===== config.mk =====
export PLATFORM = sky130hd
export DESIGN_NAME = adc_channel_cal_config_regs
export DESIGN_NICKNAME = d
export VERILOG_FILES = /design/src/pkg/adc_cal_pkg.sv /design/src/hw/field_reg.sv /design/src/hw/cal_word_join.sv /design/src/hw/adc_channel_cal_config_regs.sv
export VERILOG_INCLUDE_DIRS = /design/src /design/src/pkg
export SDC_FILE = /design/constraint.sdc
export NUM_CORES = 1
export LEC_CHECK = 0
export BUFFER_PORTS_ARGS = -buffer_cell sky130_fd_sc_hd__buf_2
export CAP_MARGIN = 30
export CORE_ASPECT_RATIO = 0.7
export CORE_MARGIN = 2
export CORE_UTILIZATION = 47
export DETAILED_ROUTE_END_ITERATION = 12
export HOLD_SLACK_MARGIN = 0.05
export PLACE_DENSITY_LB_ADDON = 0.25
export SLEW_MARGIN = 30
export SYNTH_ARGS = -nofsm -noshare
export SYNTH_HDL_FRONTEND = slang
export SYNTH_SLANG_ARGS = --single-unit

===== constraint.sdc =====
create_clock -name pclk -period 1.8 [get_ports pclk]
set_input_delay 0.18 -clock pclk [delete_from_list [all_inputs] [get_ports pclk]]
set_output_delay 0.18 -clock pclk [all_outputs]
set_load 0.01 [all_outputs]

===== src/pkg/adc_cal_consts.svh =====
`ifndef ADC_CAL_CONSTS_SVH
`define ADC_CAL_CONSTS_SVH
// register indices; the byte address is four times the index
`define IDX_PREV_GAIN_LOW 10'h00d
`define IDX_CFG           10'h00e
`define IDX_OFS_HIGH      10'h00f
`define IDX_OFS_LOW       10'h010
`define IDX_GAIN_HIGH     10'h011
`define IDX_GAIN_LOW      10'h012
`define IDX_GLOBAL_DC     10'h020
// reset values
`define RST_CFG           16'h0000
`define RST_HIGH_ZERO     16'h0000
`define RST_GAIN_HIGH     16'h8000
`define RST_LOW_BYTE      8'h00
`define RST_GLOBAL_DC     4'h0
// field positions
`define CFG_PHASE_MSB     15
`define CFG_PHASE_LSB     6
`define CFG_DCOFF_BIT     2
`define CFG_SEL_MSB       1
`define CFG_SEL_LSB       0
`define LOW_MSB           15
`define LOW_LSB           8
`define GDC_MSB           3
`define GDC_LSB           0
// bus lane split and word alignment
`define LANE1_MSB         15
`define LANE1_LSB         8
`define LANE0_MSB         7
`define LANE0_LSB         0
`define ALIGN_ZERO        2'h0
`endif


===== src/pkg/adc_cal_pkg.sv =====
package adc_cal_pkg;
  // which signal feeds the modulator
  typedef enum logic [1:0] {
    SEL_OWN_PAIR = 2'h0,
    SEL_SHORTED  = 2'h1,
    SEL_POS_TEST = 2'h2,
    SEL_NEG_TEST = 2'h3
  } input_sel_e;
  // channel configuration as seen by the datapath
  typedef struct packed {
    logic [9:0] phase;
    logic       dc_off;
    input_sel_e sel;
  } chan_cfg_s;
  // one 24-bit calibration word with its update pulse
  typedef struct packed {
    logic [23:0] word;
    logic        upd;
  } cal_word_s;
endpackage : adc_cal_pkg


===== src/hw/field_reg.sv =====
`timescale 1ns/1ps
`default_nettype none
// one writable field with a constant reset value
module field_reg #(
  parameter int unsigned  W   = 8,
  parameter logic [W-1:0] RST = '0
) (
  // clock and reset
  input  wire logic         pclk,
  input  wire logic         presetn,
  // write side
  input  wire logic         wr_en,
  input  wire logic [W-1:0] wr_data,
  // stored value
  output logic      [W-1:0] q_ff
);
  // refuse a zero-width field
  if (W < 1) begin : g_bad_w
    $error("field_reg: width must be at least one");
  end
  // store on write, constant on reset
  always_ff @(posedge pclk or negedge presetn) begin
    if (!presetn) begin
      q_ff <= RST;
    end else if (wr_en) begin
      q_ff <= wr_data;
    end
  end
endmodule : field_reg
`default_nettype wire


===== src/hw/cal_word_join.sv =====
`timescale 1ns/1ps
`default_nettype none
// joins a high half and a low byte into one registered 24-bit word
module cal_word_join
  import adc_cal_pkg::*;
#(
  parameter logic [23:0] RST = 24'h000000
) (
  // clock and reset
  input  wire logic        pclk,
  input  wire logic        presetn,
  // halves from the register file
  input  wire logic [15:0] high,
  input  wire logic [7:0]  low,
  input  wire logic        wr_any,
  // joined word to the datapath
  output cal_word_s        word_ff
);
  logic wr_seen_ff;  // write seen at the commit edge, waits for the stored half

  // the halves are stored at the commit edge, so the pulse waits one edge
  // to land together with the word that it announces
  always_ff @(posedge pclk or negedge presetn) begin
    if (!presetn) begin
      wr_seen_ff <= 1'b0;
    end else begin
      wr_seen_ff <= wr_any;
    end
  end

  // copy every cycle so a write to either half shows one cycle later
  always_ff @(posedge pclk or negedge presetn) begin
    if (!presetn) begin
      word_ff <= {RST, 1'b0};
    end else begin
      word_ff <= {high, low, wr_seen_ff};
    end
  end
endmodule : cal_word_join
`default_nettype wire


===== src/hw/adc_channel_cal_config_regs.sv =====
// How it works
// - phase delay, ten bits signed, cfg 15:6
// - reserved bits read zero, ignore writes
// - cfg bit 2 turns channel filter off
// - cfg 1:0 picks input or test signal
// - offset high holds offset bits 23:8
// - offset low 15:8 holds bits 7:0
// - gain high holds gain bits 23:8
// - gain low 15:8 holds bits 7:0
// - gain word unsigned, unity at midscale
// - gain high resets to unity value
// - cfg resets to all zero
// - previous channel gain low byte kept
// - global filter setting, four-bit field
//
// Added by the designer: the APB slave port.
`timescale 1ns/1ps
`default_nettype none
`include "adc_cal_consts.svh"
module adc_channel_cal_config_regs
  import adc_cal_pkg::*;
#(
  parameter int unsigned ADDR_W = 12
) (
  // clock and reset
  input  wire logic              pclk,
  input  wire logic              presetn,
  // apb slave
  input  wire logic              psel,
  input  wire logic              penable,
  input  wire logic              pwrite,
  input  wire logic [ADDR_W-1:0] paddr,
  input  wire logic [31:0]       pwdata,
  input  wire logic [3:0]        pstrb,
  output logic                   pready,
  output logic      [31:0]       prdata,
  output logic                   pslverr,
  // channel configuration
  output chan_cfg_s              chan_cfg,
  output logic      [3:0]        global_dc_filter_setting,
  // calibration words
  output cal_word_s              chan_offset,
  output cal_word_s              chan_gain,
  output logic      [7:0]        prev_chan_gain_low
);
  // the highest index needs eight address bits
  if (ADDR_W < 8 || ADDR_W > 32) begin : g_bad_addr
    $error("adc_channel_cal_config_regs: ADDR_W must be 8 to 32");
  end

  logic        pready_ff;    // answer flag, high for one access cycle
  logic        pslverr_ff;   // error flag sampled with the answer
  logic [31:0] prdata_ff;    // read data captured in setup
  logic [9:0]  idx;          // word index of the request
  logic        hit;          // request names a mapped word
  logic [15:0] rd_word;      // current content of the addressed word
  logic [15:0] wmerge;       // write data merged per byte lane
  logic        acc_wr;       // write committed at this edge
  logic        setup;        // first cycle of a transfer
  // stored fields
  logic [9:0]  phase_q;
  logic        dcoff_q;
  logic [1:0]  sel_q;
  logic [15:0] ofs_hi_q;
  logic [7:0]  ofs_lo_q;
  logic [15:0] gain_hi_q;
  logic [7:0]  gain_lo_q;
  logic [7:0]  prev_lo_q;
  logic [3:0]  gdc_q;
  // per-register write strobes
  logic        wr_cfg;
  logic        wr_ofs_hi;
  logic        wr_ofs_lo;
  logic        wr_gain_hi;
  logic        wr_gain_lo;
  logic        wr_prev;
  logic        wr_gdc;
  // reset image of the configuration word, sliced per field below
  localparam logic [15:0] CFG_RST = `RST_CFG;

  assign idx   = 10'(paddr[ADDR_W-1:2]);
  assign setup = psel && !penable;
  // a write lands only at the edge where the answer is seen
  assign acc_wr = psel && penable && pready_ff && pwrite && hit;

  // address decode; misaligned words count as unmapped
  always_comb begin
    hit     = 1'b0;
    rd_word = 16'h0000;
    if (paddr[1:0] == `ALIGN_ZERO) begin
      unique case (idx)
        `IDX_CFG: begin
          hit     = 1'b1;
          // bits 5:3 stay zero
          rd_word = {phase_q, 3'h0, dcoff_q, sel_q};
        end
        `IDX_OFS_HIGH: begin
          hit     = 1'b1;
          rd_word = ofs_hi_q;
        end
        `IDX_OFS_LOW: begin
          hit     = 1'b1;
          rd_word = {ofs_lo_q, 8'h00};
        end
        `IDX_GAIN_HIGH: begin
          hit     = 1'b1;
          rd_word = gain_hi_q;
        end
        `IDX_GAIN_LOW: begin
          hit     = 1'b1;
          rd_word = {gain_lo_q, 8'h00};
        end
        `IDX_PREV_GAIN_LOW: begin
          hit     = 1'b1;
          rd_word = {prev_lo_q, 8'h00};
        end
        `IDX_GLOBAL_DC: begin
          hit     = 1'b1;
          rd_word = {12'h000, gdc_q};
        end
        default: begin
          hit     = 1'b0;
        end
      endcase
    end
  end

  // byte lanes left unstrobed keep their current content
  always_comb begin
    wmerge = rd_word;
    if (pstrb[1]) begin
      wmerge[`LANE1_MSB:`LANE1_LSB] = pwdata[`LANE1_MSB:`LANE1_LSB];
    end
    if (pstrb[0]) begin
      wmerge[`LANE0_MSB:`LANE0_LSB] = pwdata[`LANE0_MSB:`LANE0_LSB];
    end
  end

  // write strobes per register
  assign wr_cfg     = acc_wr && (idx == `IDX_CFG);
  assign wr_ofs_hi  = acc_wr && (idx == `IDX_OFS_HIGH);
  assign wr_ofs_lo  = acc_wr && (idx == `IDX_OFS_LOW);
  assign wr_gain_hi = acc_wr && (idx == `IDX_GAIN_HIGH);
  assign wr_gain_lo = acc_wr && (idx == `IDX_GAIN_LOW);
  assign wr_prev    = acc_wr && (idx == `IDX_PREV_GAIN_LOW);
  assign wr_gdc     = acc_wr && (idx == `IDX_GLOBAL_DC);

  // answer one cycle after setup: a fixed zero-wait access phase
  always_ff @(posedge pclk or negedge presetn) begin
    if (!presetn) begin
      pready_ff <= 1'b0;
    end else begin
      pready_ff <= setup;
    end
  end

  // unmapped or misaligned words answer with an error and no store
  always_ff @(posedge pclk or negedge presetn) begin
    if (!presetn) begin
      pslverr_ff <= 1'b0;
    end else begin
      pslverr_ff <= setup && !hit;
    end
  end

  // read data taken in setup, zero outside the access cycle
  always_ff @(posedge pclk or negedge presetn) begin
    if (!presetn) begin
      prdata_ff <= 32'h00000000;
    end else if (setup && !pwrite) begin
      prdata_ff <= {16'h0000, rd_word};
    end else begin
      prdata_ff <= 32'h00000000;
    end
  end

  assign pready  = pready_ff;
  assign pslverr = pslverr_ff;
  assign prdata  = prdata_ff;

  // configuration fields, all zero after reset
  field_reg #(.W(10), .RST(CFG_RST[`CFG_PHASE_MSB:`CFG_PHASE_LSB])) u_phase (
    .pclk    (pclk),
    .presetn (presetn),
    .wr_en   (wr_cfg),
    .wr_data (wmerge[`CFG_PHASE_MSB:`CFG_PHASE_LSB]),
    .q_ff    (phase_q)
  );
  field_reg #(.W(1), .RST(CFG_RST[`CFG_DCOFF_BIT])) u_dcoff (
    .pclk    (pclk),
    .presetn (presetn),
    .wr_en   (wr_cfg),
    .wr_data (wmerge[`CFG_DCOFF_BIT]),
    .q_ff    (dcoff_q)
  );
  field_reg #(.W(2), .RST(CFG_RST[`CFG_SEL_MSB:`CFG_SEL_LSB])) u_sel (
    .pclk    (pclk),
    .presetn (presetn),
    .wr_en   (wr_cfg),
    .wr_data (wmerge[`CFG_SEL_MSB:`CFG_SEL_LSB]),
    .q_ff    (sel_q)
  );
  // offset halves, two's complement as a whole
  field_reg #(.W(16), .RST(`RST_HIGH_ZERO)) u_ofs_hi (
    .pclk    (pclk),
    .presetn (presetn),
    .wr_en   (wr_ofs_hi),
    .wr_data (wmerge),
    .q_ff    (ofs_hi_q)
  );
  field_reg #(.W(8), .RST(`RST_LOW_BYTE)) u_ofs_lo (
    .pclk    (pclk),
    .presetn (presetn),
    .wr_en   (wr_ofs_lo),
    .wr_data (wmerge[`LOW_MSB:`LOW_LSB]),
    .q_ff    (ofs_lo_q)
  );
  // gain halves; high half starts at unity
  field_reg #(.W(16), .RST(`RST_GAIN_HIGH)) u_gain_hi (
    .pclk    (pclk),
    .presetn (presetn),
    .wr_en   (wr_gain_hi),
    .wr_data (wmerge),
    .q_ff    (gain_hi_q)
  );
  field_reg #(.W(8), .RST(`RST_LOW_BYTE)) u_gain_lo (
    .pclk    (pclk),
    .presetn (presetn),
    .wr_en   (wr_gain_lo),
    .wr_data (wmerge[`LOW_MSB:`LOW_LSB]),
    .q_ff    (gain_lo_q)
  );
  // previous channel gain low byte
  field_reg #(.W(8), .RST(`RST_LOW_BYTE)) u_prev_lo (
    .pclk    (pclk),
    .presetn (presetn),
    .wr_en   (wr_prev),
    .wr_data (wmerge[`LOW_MSB:`LOW_LSB]),
    .q_ff    (prev_lo_q)
  );
  // global filter setting that a channel follows unless turned off
  field_reg #(.W(4), .RST(`RST_GLOBAL_DC)) u_gdc (
    .pclk    (pclk),
    .presetn (presetn),
    .wr_en   (wr_gdc),
    .wr_data (wmerge[`GDC_MSB:`GDC_LSB]),
    .q_ff    (gdc_q)
  );

  // joined words; a half-written pair is visible between the two writes
  cal_word_join #(.RST({`RST_HIGH_ZERO, `RST_LOW_BYTE})) u_ofs_word (
    .pclk    (pclk),
    .presetn (presetn),
    .high    (ofs_hi_q),
    .low     (ofs_lo_q),
    .wr_any  (wr_ofs_hi || wr_ofs_lo),
    .word_ff (chan_offset)
  );
  // unsigned gain, one step is 2^-24 of full span below 2.0
  cal_word_join #(.RST({`RST_GAIN_HIGH, `RST_LOW_BYTE})) u_gain_word (
    .pclk    (pclk),
    .presetn (presetn),
    .high    (gain_hi_q),
    .low     (gain_lo_q),
    .wr_any  (wr_gain_hi || wr_gain_lo),
    .word_ff (chan_gain)
  );

  // field outputs come straight from the field flops
  assign chan_cfg                 = {phase_q, dcoff_q, input_sel_e'(sel_q)};
  assign global_dc_filter_setting = gdc_q;
  assign prev_chan_gain_low       = prev_lo_q;
endmodule : adc_channel_cal_config_regs
`default_nettype wire


# After elaboration in Yosys (flattened, before gate mapping)
# Cells that the tools add are included.
# Widths: inputs -> output; s select.
# op_classes
eq_ne,7
mux,7
n_reduce_logical,21
# op_table
op,count
$pmux 16 s7,1
$mux 16,2
$eq 10x4->1 const B,3
$eq 10x5->1 const B,3
$mux 8,2
$logic_and 1x1->1,14
$eq 10x6->1 const B,1
$reduce_or 7->1,1
$logic_not 1->1,3
$logic_not 2->1,1
$logic_or 1x1->1,2
$mux 1,2
# totals
register_bits,159
output_inout_bits,109
wordCells,53

# Depth between registers and ports, before layout
# Gate-level depths: netlist of run 1.
# depth
ltp_word,7
ltp_mapped,8
depth_no_buf,5

# By module
# From an unflattened synthesis of run 1, not the netlist that was laid out.
# unflattened
hier_cells,415
area_unflattened_um2,5995.8
# modules_own_cells
mod,n_inst,cells_per_inst,area_per_inst_um2,seq_area_each_um2
adc_channel_cal_config_regs,1,209,1729.2,450.4
field_reg at u_gain_lo ...,3,17,331.6,200.2
cal_word_join at u_gain_word,1,26,651.9,651.9
cal_word_join at u_ofs_word,1,26,650.6,650.6
field_reg at u_gain_hi,1,34,650.6,401.6
field_reg at u_ofs_hi,1,34,649.4,400.4
field_reg at u_phase,1,21,411.6,250.2
field_reg at u_gdc,1,8,145.1,100.1
field_reg at u_sel,1,4,72.6,50.0
field_reg at u_dcoff,1,2,40.0,25.0

# Worst setup path before layout of run 1
# OpenSTA, ideal clock, no wires.
# synth_timing
kind,input to register
from,in paddr[3]
to,reg u_phase.q_ff[8]
setup_time_ns,0.156
t_arrival_ns,1.758
path_slack_ns,-0.114
stages,7
path_buffers,2
path_cell_list,clkbuf_1 > buf_2 > mux2_2 > a22oi_1 > o22ai_1 > a41oi_1 > a21oi_1
# synth_between
elab_chain_len,6
word_cells_on_any_way,15
classes_between,eq/ne: 7; mux: 5; reduce/logical: 3
# synth_lines
item,line,text
from (decl),adc_channel_cal_config_regs.sv:32,"input wire logic [ADDR_W-1:0] paddr,"
"$eq 10x4->1, or another cell as far along",adc_channel_cal_config_regs.sv:91,unique case (idx)
$reduce_or 7->1 (no source line),n/a,
$mux 1,adc_channel_cal_config_regs.sv:91,
$mux 1,adc_channel_cal_config_regs.sv:90,if (paddr[1:0] == `ALIGN_ZERO) begin
$logic_and 1x1->1,adc_channel_cal_config_regs.sv:84,assign acc_wr = psel && penable && pready_ff && pwrite && hit;
$logic_and 1x1->1,adc_channel_cal_config_regs.sv:140,assign wr_cfg = acc_wr && (idx == `IDX_CFG);
to (signal assigned),field_reg.sv:26,q_ff <= wr_data;
to (decl),field_reg.sv:15,output logic [W-1:0] q_ff
# Parallel ways exist; a longest one is shown, timed or not.
# A chain may end at the register's enable or synchronous reset.

# Worst setup path after layout of run 1
# layout_timing
from,in psel
to,reg u_ofs_hi.q_ff[13]
# layout_between
elab_chain_len,5
# layout_lines
item,line,text
from (decl),adc_channel_cal_config_regs.sv:29,"input wire logic psel,"
$logic_and 1x1->1 (4 in series),adc_channel_cal_config_regs.sv:84,
$logic_and 1x1->1,adc_channel_cal_config_regs.sv:141,assign wr_ofs_hi = acc_wr && (idx == `IDX_OFS_HIGH);
to (signal assigned),field_reg.sv:26,
to (decl),field_reg.sv:15,
# No other way between the ends.

==> results of run 1 <==
==> through the flow <==
| stage | instances | setup WS (ps) | cell area, sq um | TNS [ps] | hold slack (ps) |
|---|---|---|---|---|---|
| 4_1_cts | 879 | 124.0 | 7800 | 0 | 62.01 |
| 3_5_place_dp | 845 | -272.6 | 7164 | -15370 | 149.1 |
| 3_3_place_gp | 845 | -197.2 | 7164 | -9269 | 141.3 |
| 5_1_grt | 880 | -4.325 | 7823 | -4.325 | 61.01 |
| 2_1_floorplan | 531 | -106.4 | 5893 | -1931 | -115.6 |
| 6_report | 880 | 88.93 | 7823 | 0 | 72.57 |
==> metal layers <==
metal / GRT usage / routed length [um] / vias up
met3: 0.06709 / 1443 / 32
met4: 0.07375 / 296 / 0
li1: - / - / 2221
met1: 0.3871 / 7455 / 2454
met5: 0 / 0 / -
met2: 0.3800 / 7721 / 274
==> synthesized netlist by cell type, types with 2 or more instances <==
| cell | n |
|---|---|
| o41a_1 | 2 |
| and3_1 | 5 |
| a32o_1 | 2 |
| nand2_1 | 15 |
| mux2i_1 | 11 |
| a31oi_1 | 28 |
| or3_1 | 2 |
| a41oi_1 | 8 |
| a22oi_1 | 9 |
| dfrtp_1 | 141 |
| and2_1 | 10 |
| nand3_1 | 7 |
| o22ai_1 | 8 |
| or2_2 | 2 |
| a32oi_1 | 4 |
| a22o_1 | 2 |
| buf_4 | 17 |
| nor4_1 | 4 |
| a2bb2oi_1 | 8 |
| nor2_1 | 82 |
| o221ai_1 | 3 |
| nand2b_1 | 2 |
| mux2_2 | 10 |
| nor3_1 | 6 |
| dfstp_2 | 2 |
| o221a_2 | 3 |
| a21oi_1 | 46 |
| buf_2 | 11 |
| buf_1 | 4 |
| clkbuf_1 | 15 |
| inv_1 | 7 |
| nand4_1 | 15 |
| nor2b_1 | 12 |
==> sequential cells by signal (all words and copies together) (netlist names) <==
register                flops
prdata                     16
u_gain_lo.q_ff              8
u_ofs_lo.q_ff               8
u_gain_hi.q_ff             16
u_ofs_hi.q_ff              16
u_prev_lo.q_ff              8
pready                      1
pslverr                     1
u_ofs_word.word_ff         25
u_sel.q_ff                  2
u_gain_word.word_ff        25
u_dcoff.q_ff                1
u_gain_word.wr_seen_ff      1
u_phase.q_ff               10
u_gdc.q_ff                  4
u_ofs_word.wr_seen_ff       1
==> worst reg2reg max path: stages, from the launching register on <==
cell and delay (ps):
dfrtp_1 340, nand4_1 120, or3_4 440, nor3_2 220
buf_4 260, nor2_1 70, a31oi_1 130
==> timing repair <==
action	4_1_cts	5_1_grt
resized for setup	1	2
hold buffers	2	0
buffers inserted	0	1
hold endpoints to repair	47	0
pin swaps	0	3
endpoints found under the setup margin	2	10
==> layout make-up <==
cell class	count	area, sq um
clock buffers	24	481.7
fillers	933	4069
flip-flops and latches	143	3581
inverters	7	26.28
multi-input cells	333	2053
clock inverters	8	128.9
repair buffers	208	1355
well taps	157	196.4
==> path summary, 6_finish.rpt <==
kind	startpoint	end	slack (ps)	cells past startpoint
max in group asynchronous	presetn	u_gain_hi.q_ff[11]$_DFFE_PN0P_	910	3
max reg2reg	pready$_DFF_PN0_	u_ofs_hi.q_ff[13]$_DFFE_PN0P_	130	6
min in group asynchronous	presetn	u_ofs_word.word_ff[21]$_DFF_PN0_	270	2
max	psel	u_ofs_hi.q_ff[13]$_DFFE_PN0P_	90	8
min reg2reg	u_ofs_word.wr_seen_ff$_DFF_PN0_	u_ofs_word.word_ff[0]$_DFF_PN0_	350	0
min	pwdata[5]	u_ofs_hi.q_ff[5]$_DFFE_PN0P_	70	3
==> power by group through the flow <==
stage          Sequential (mW)  Clock [mW]  Combinational (mW)
2_1_floorplan             3.28           0               0.157
3_3_place_gp              3.28           0               0.363
3_5_place_dp              3.28           0               0.369
4_1_cts                   3.22        3.63               0.377
5_1_grt                   3.22        3.82               0.412
6_report                  3.22        3.60               0.380
==> kinds of logic (layout without fill, tap and decap cells) <==
kind of cell,after synthesis,count (layout),synth area share
simple gates,169,169,0.1460
flops,143,143,0.6171
compound gates,126,126,0.1462
buf+inv,55,247,0.05024
mux,21,21,0.03838
other cells,1,16,0.0006462
xor+xnor,1,1,0.001510
==> metrics.txt, run 1 <==
delay-heaviest family, CP=buffers and inverters; Worst Setup Path Type=input port to register; power density over cell area=920.3 nW/um^2; Pleak=4.011 nW; CTS Buf Count=17; EDFF count, synth=0; CP startpoint kind=input port; Ys Warns=0; Async S/R FF share, synth=1.000; period utilization=0.9506; H-tree levels=4; gr ovfl total=0; switch share=0.2142; Synth cell types=46; #FFs+latches synth=143; # IOs=162; most frequent cells in the layout=141 x dfrtp_1, 126 x buf_2, 81 x nor2_1; vias after detailed routing=4,981; largest net degree at the start of global routing=50; Area contributors post-synth=dfrtp_1 61%, nor2_1 5.3%, a21oi_1 4.0%, a31oi_1 3.0%, buf_4 2.2%; Final Net Count=763; Crit path largest cell delay=530 ps; DRT Wirelength=16,920 um; num rows=33; sequential area share after synthesis=0.6171; minimum clock period after layout=1711 ps; drt first pass iters=6; Gate power share=0.053; via/cell ratio=5.660; Residual DRC=0; final slew viol count=0; Pint=5.657 mW; post-route ant nets=0; Worst Skew=7.364 ps; cell area after synthesis=5803 sq um; Core ar.=11,890 sq um; cell taking the most area after synthesis=dfrtp_1; number of max-cap violations=0; CTS tree=built; switching power=1.542 mW; slowest stage cell, crit path=dlygate4sd3_1; share of layout cells above drive strength 1=0.3679; initial antenna violation count=0; GRT Total Usage=0.2610; Worst Path Max Fanout=10; routability cong.=0.9373; CP Capture Type=register; Total Power=7.199 mW; Clk pwr share=0.500; CP Data Required Time=2140 ps; clk slew on worst S/H paths=60 ps; Reg power frac=0.448; CP arrival=2050 ps; root buffer cell=clkbuf_16; drt wl/cell=19.22 um; CTS sink cnt=143; port bufs=127; # setup viols final=0; Worst-Skew Late Latency=420 ps; commonest non-fill, non-tap cell in the layout=dfrtp_1; Die Span Y=96.97 um; Layout area overhead=34.80%; RSZ-0062 raised after global routing=yes; die area=13,270 sq um; starting density of the core=0.4880; Core Util, Final=0.6578; Die W=136.8 um; status=finished, final reports clean; DR iter-0 viols=414; ys flop type=dfrtp_1; Mean Syn Cell Area=11.25 sq um; crit-path cells=dlygate4sd3_1 -> buf_2 -> nand4_1 -> or3_4 -> nor3_2 -> buf_4 -> nor2_1 -> a31oi_1; f_max=0.5844 GHz; vias in the first global route=4,758; VDD IR-drop max=0.6488 mV; final hold vios=0; DP HPWL=11,900 um; Buf+Inv Stages, Crit Path=3; post-synth top area share=0.6080; synthesized instance count=516; antenna cell count=0; Worst Hold Class=input port to register; Clock Path Buffers=2; first-pass GRT wire length=26,100 um
Power figures use the tool's default switching activity.
==> run 2: changes to the inputs <==
Settings changed: MAX_ROUTING_LAYER set to met4, SYNTH_HIERARCHICAL set to 1.
==> run 2 against run 1 <==
The flow now finishes with violations (negative setup slack). Worst hold slack improved by 8.8 ps. Clock power is 12% lower. Clock skew rose by 3.7 ps. Routed wire length down 9.1%. Die area grew 3.2%. Sequential share of layout area fell by 2.5 points. Highest routed layer unchanged.
==> metrics.txt, run 2 <==
most frequent cells in the layout=141 x dfrtp_1, 124 x buf_2, 86 x buf_4; RSZ-0062 raised after global routing=yes; Buf+Inv Stages, Crit Path=4 (+1); Residual DRC=0 (unchanged); synthesized instance count=415 (-20%); worst r2r src=pready$_DFF_PN0_; post-synth top area share=0.5885 (-0.01954); Layout area overhead=38.02%; root buffer cell=clkbuf_16; status=complete, but fails checks; DR iter-0 viols=266 (-36%); DRT Wirelength=15,380 um (-9.1%); vias after detailed routing=4,117 (-17%); Largest regs=u_gain_word/word_ff: 25 flops, u_ofs_word/word_ff: 25 flops; starting density of the core=0.4827 (-0.005330); slowest stage cell, crit path=nor4b_4; Compound-Gate Fraction of Synth Area=0.07033 (-0.07586); num rows=34 (+3.0%); gr ovfl total=0 (unchanged); switch share=0.2232 (+0.009039); minimum clock period after layout=1834 ps (+123.1 ps); Die W=139.0 um (+1.6%); CP startpoint kind=input port; Core ar.=12,420 sq um (+4.5%); largest net degree at the start of global routing=50 (unchanged); Adder-Cell Fraction of Synth Area=0 (unchanged); # setup viols final=11 (+11); # IOs=162 (unchanged); Worst Skew=11.04 ps (+3.675 ps); CTS sink cnt=143 (unchanged); delay-heaviest family, CP=simple AND/OR/NAND/NOR gates; EDFF count, synth=0 (unchanged); Core Util, Final=0.6662 (+0.008369); routability cong.=0.8608 (-8.2%); port bufs=127 (unchanged); final hold vios=0 (unchanged); failing checks=negative setup slack; dpl cells=774 (-8.4%); Total Power=6.765 mW (-6.0%); CP arrival=2120 ps (+70 ps); Final Non-Filler Cells=816 (-7.3%); CP Data Required Time=2090 ps (-50 ps); switching power=1.510 mW (-2.1%); cell area after synthesis=5996 sq um (+3.3%); Worst Path Max Fanout=7 (-3); hold_sp=psel; Worst Setup Path Type=input port to register; share of layout cells above drive strength 1=0.5688 (+0.2009); Clock Path Buffers=2 (unchanged); Clk pwr share=0.469 (-0.031); Mean Syn Cell Area=14.45 sq um (+28%); sequential area share after synthesis=0.5972 (-0.01983); Final Net Count=694 (-9.0%); vias in the first global route=4,319 (-9.2%); DP HPWL=10,870 um (-8.6%); Synth cell types=49 (+6.5%); Worst-Skew Late Latency=410 ps (about the same); post-route ant nets=0 (unchanged); Final WS setup=-34.21 ps (-123.1 ps); antenna cell count=0 (unchanged); Ys Warns=6 (+6); GRT Total Usage=0.2408 (-0.02026); H-tree levels=4 (unchanged); cell taking the most area after synthesis=dfrtp_1; crit-path cells=buf_2 -> buf_6 -> nor4b_4 -> a31oi_2 -> o22ai_4 -> nand3_4 -> buf_6 -> nor3_4 -> buf_6 -> mux2_4; period utilization=1.019 (+0.06841); Area contributors post-synth=dfrtp_1 59%, mux2_4 14%, mux2_2 4.7%, buf_4 2.4%, mux2i_1 2.0%; Async S/R FF share, synth=1.000 (unchanged); Pleak=4.290 nW (+7.0%); number of max-cap violations=0 (unchanged); fraction of synthesized area in multiplexers=0.2047 (+0.1663); clk slew on worst S/H paths=60 ps (about the same); Post-Synth XOR/XNOR Area=0 (-0.001509); most frequent cell after synthesis=dfrtp_1; Worst setup startpoint=paddr[6]; Worst path most repeated cell=buf_6; drt wl/cell=18.85 um (-1.9%); main combinational cell family by area after synthesis=multiplexers; commonest non-fill, non-tap cell in the layout=dfrtp_1; drt first pass iters=4 (-2); Placed Area=7537 sq um (+5.2%); setup_tns=-203.1 ps (-203.1 ps); Pint=5.255 mW (-7.1%); f_max=0.5452 GHz (-6.7%); Worst Hold Class=input port to register; Simple-Gate Fraction of Synth Area=0.07596 (-0.07001); Die Span Y=98.50 um (+1.6%); ys flop type=dfrtp_1; CP Capture Type=register; CTS tree=built; power density over cell area=817.4 nW/um^2 (-11%); Gate power share=0.055 (+0.002); final slew viol count=0 (unchanged); first-pass GRT wire length=24,350 um (-6.7%); Finished Cell Area=8275 sq um (+5.8%); Crit path largest cell delay=320 ps (-210 ps); initial antenna violation count=0 (unchanged); Reg power frac=0.476 (+0.028); commonest cells in the netlist=141 x dfrtp_1, 55 x mux2_4, 25 x mux2_2, 25 x nor2_1, 21 x nand2_1; #FFs+latches synth=143 (unchanged); CTS Buf Count=17 (unchanged); VDD IR-drop max=0.6349 mV (-2.1%); die area=13,690 sq um (+3.2%); via/cell ratio=5.045 (-11%)
-- run 2: changes by cell type in the layout (fill, tap and decap cells not counted), moves of 6 or more --
cell     previous run  this run
a21oi_1            46         3
a31oi_1            28         0
and2_1             10         1
buf_4              71        86
buf_6               1         7
inv_1               7         1
mux2_2             10        17
mux2_4              0        63
nand4_1            15         1
nor2_1             81        24
nor2b_1            12         4
o21ai_0             0         6
o21ai_1             0         6
-- run 2: path summary, 6_finish.rpt --
kind / slack [ps] / to / cells past startpoint
worst max register to register: 30 / u_phase/q_ff[6]$_DFFE_PN0P_ / 6
worst max-delay path: -30 / u_phase/q_ff[6]$_DFFE_PN0P_ / 10
worst min-delay path: 80 / pready$_DFF_PN0_ / 2
max in group asynchronous: 910 / u_gain_hi/q_ff[0]$_DFFE_PN0P_ / 3
worst min register to register: 360 / u_gain_word/word_ff[0]$_DFF_PN0_ / 0
min in group asynchronous: 280 / u_ofs_word/word_ff[21]$_DFF_PN0_ / 2
-- run 2: worst register-to-register path: stages (launching register included) --
cell and delay [ps]:
dfrtp_1 360, and4_4 250, nand3_4 110, buf_6 140, nor3_4 290, buf_6 200, mux2_4 300
-- run 2: power by group through the flow --
stage                     Combinational (mW)  Sequential (mW)  Clock, mW
after floorplan                        0.151             3.28          0
after global placement                 0.350             3.28          0
after detailed placement               0.358             3.28          0
after CTS                              0.365             3.22       3.23
after global routing                   0.406             3.22       3.39
final                                  0.373             3.22       3.17
-- run 2: layout make-up --
cell class	instances	area [sq um]
well taps	162	202.7
flip-flops and latches	143	3581
multi-input cells	247	2365
clock inverters	11	93.84
inverters	2	7.507
repair buffers	230	1585
clock buffers	21	440.4
fillers	915	4146
-- run 2: per-stage QoR --
step / hold slack, ps / setup WS [ps]
2_1_floorplan: -115.6 / -156.9
3_3_place_gp: 135.9 / -365.4
3_5_place_dp: 146.1 / -426.5
4_1_cts: 66.72 / 14.71
5_1_grt: 70.91 / -81.41
6_report: 81.35 / -34.21
-- run 2: logic make-up after synthesis --
logic type / after synthesis
flops: 143
mux: 92
compound gates: 58
buf+inv: 40
simple gates: 81
other cells: 1
-- run 2: what timing repair did --
item | 4_1_cts | 5_1_grt
hold buffers | 2 | 0
setup buffers | 2 | 5
pin swaps | 1 | 7
gates cloned | 0 | 1
gates resized for setup | 1 | 23
endpoints found under the hold margin | 46 | 0
endpoints found under the setup margin | 8 | 69
-- run 2: metal layers --
layer,routed length [um],up-vias,GRT usage
met2,7046,128,0.3460
li1,-,1905,-
met4,106,0,0.05517
met1,7343,2077,0.3508
met5,0,-,-
met3,885,7,0.05734
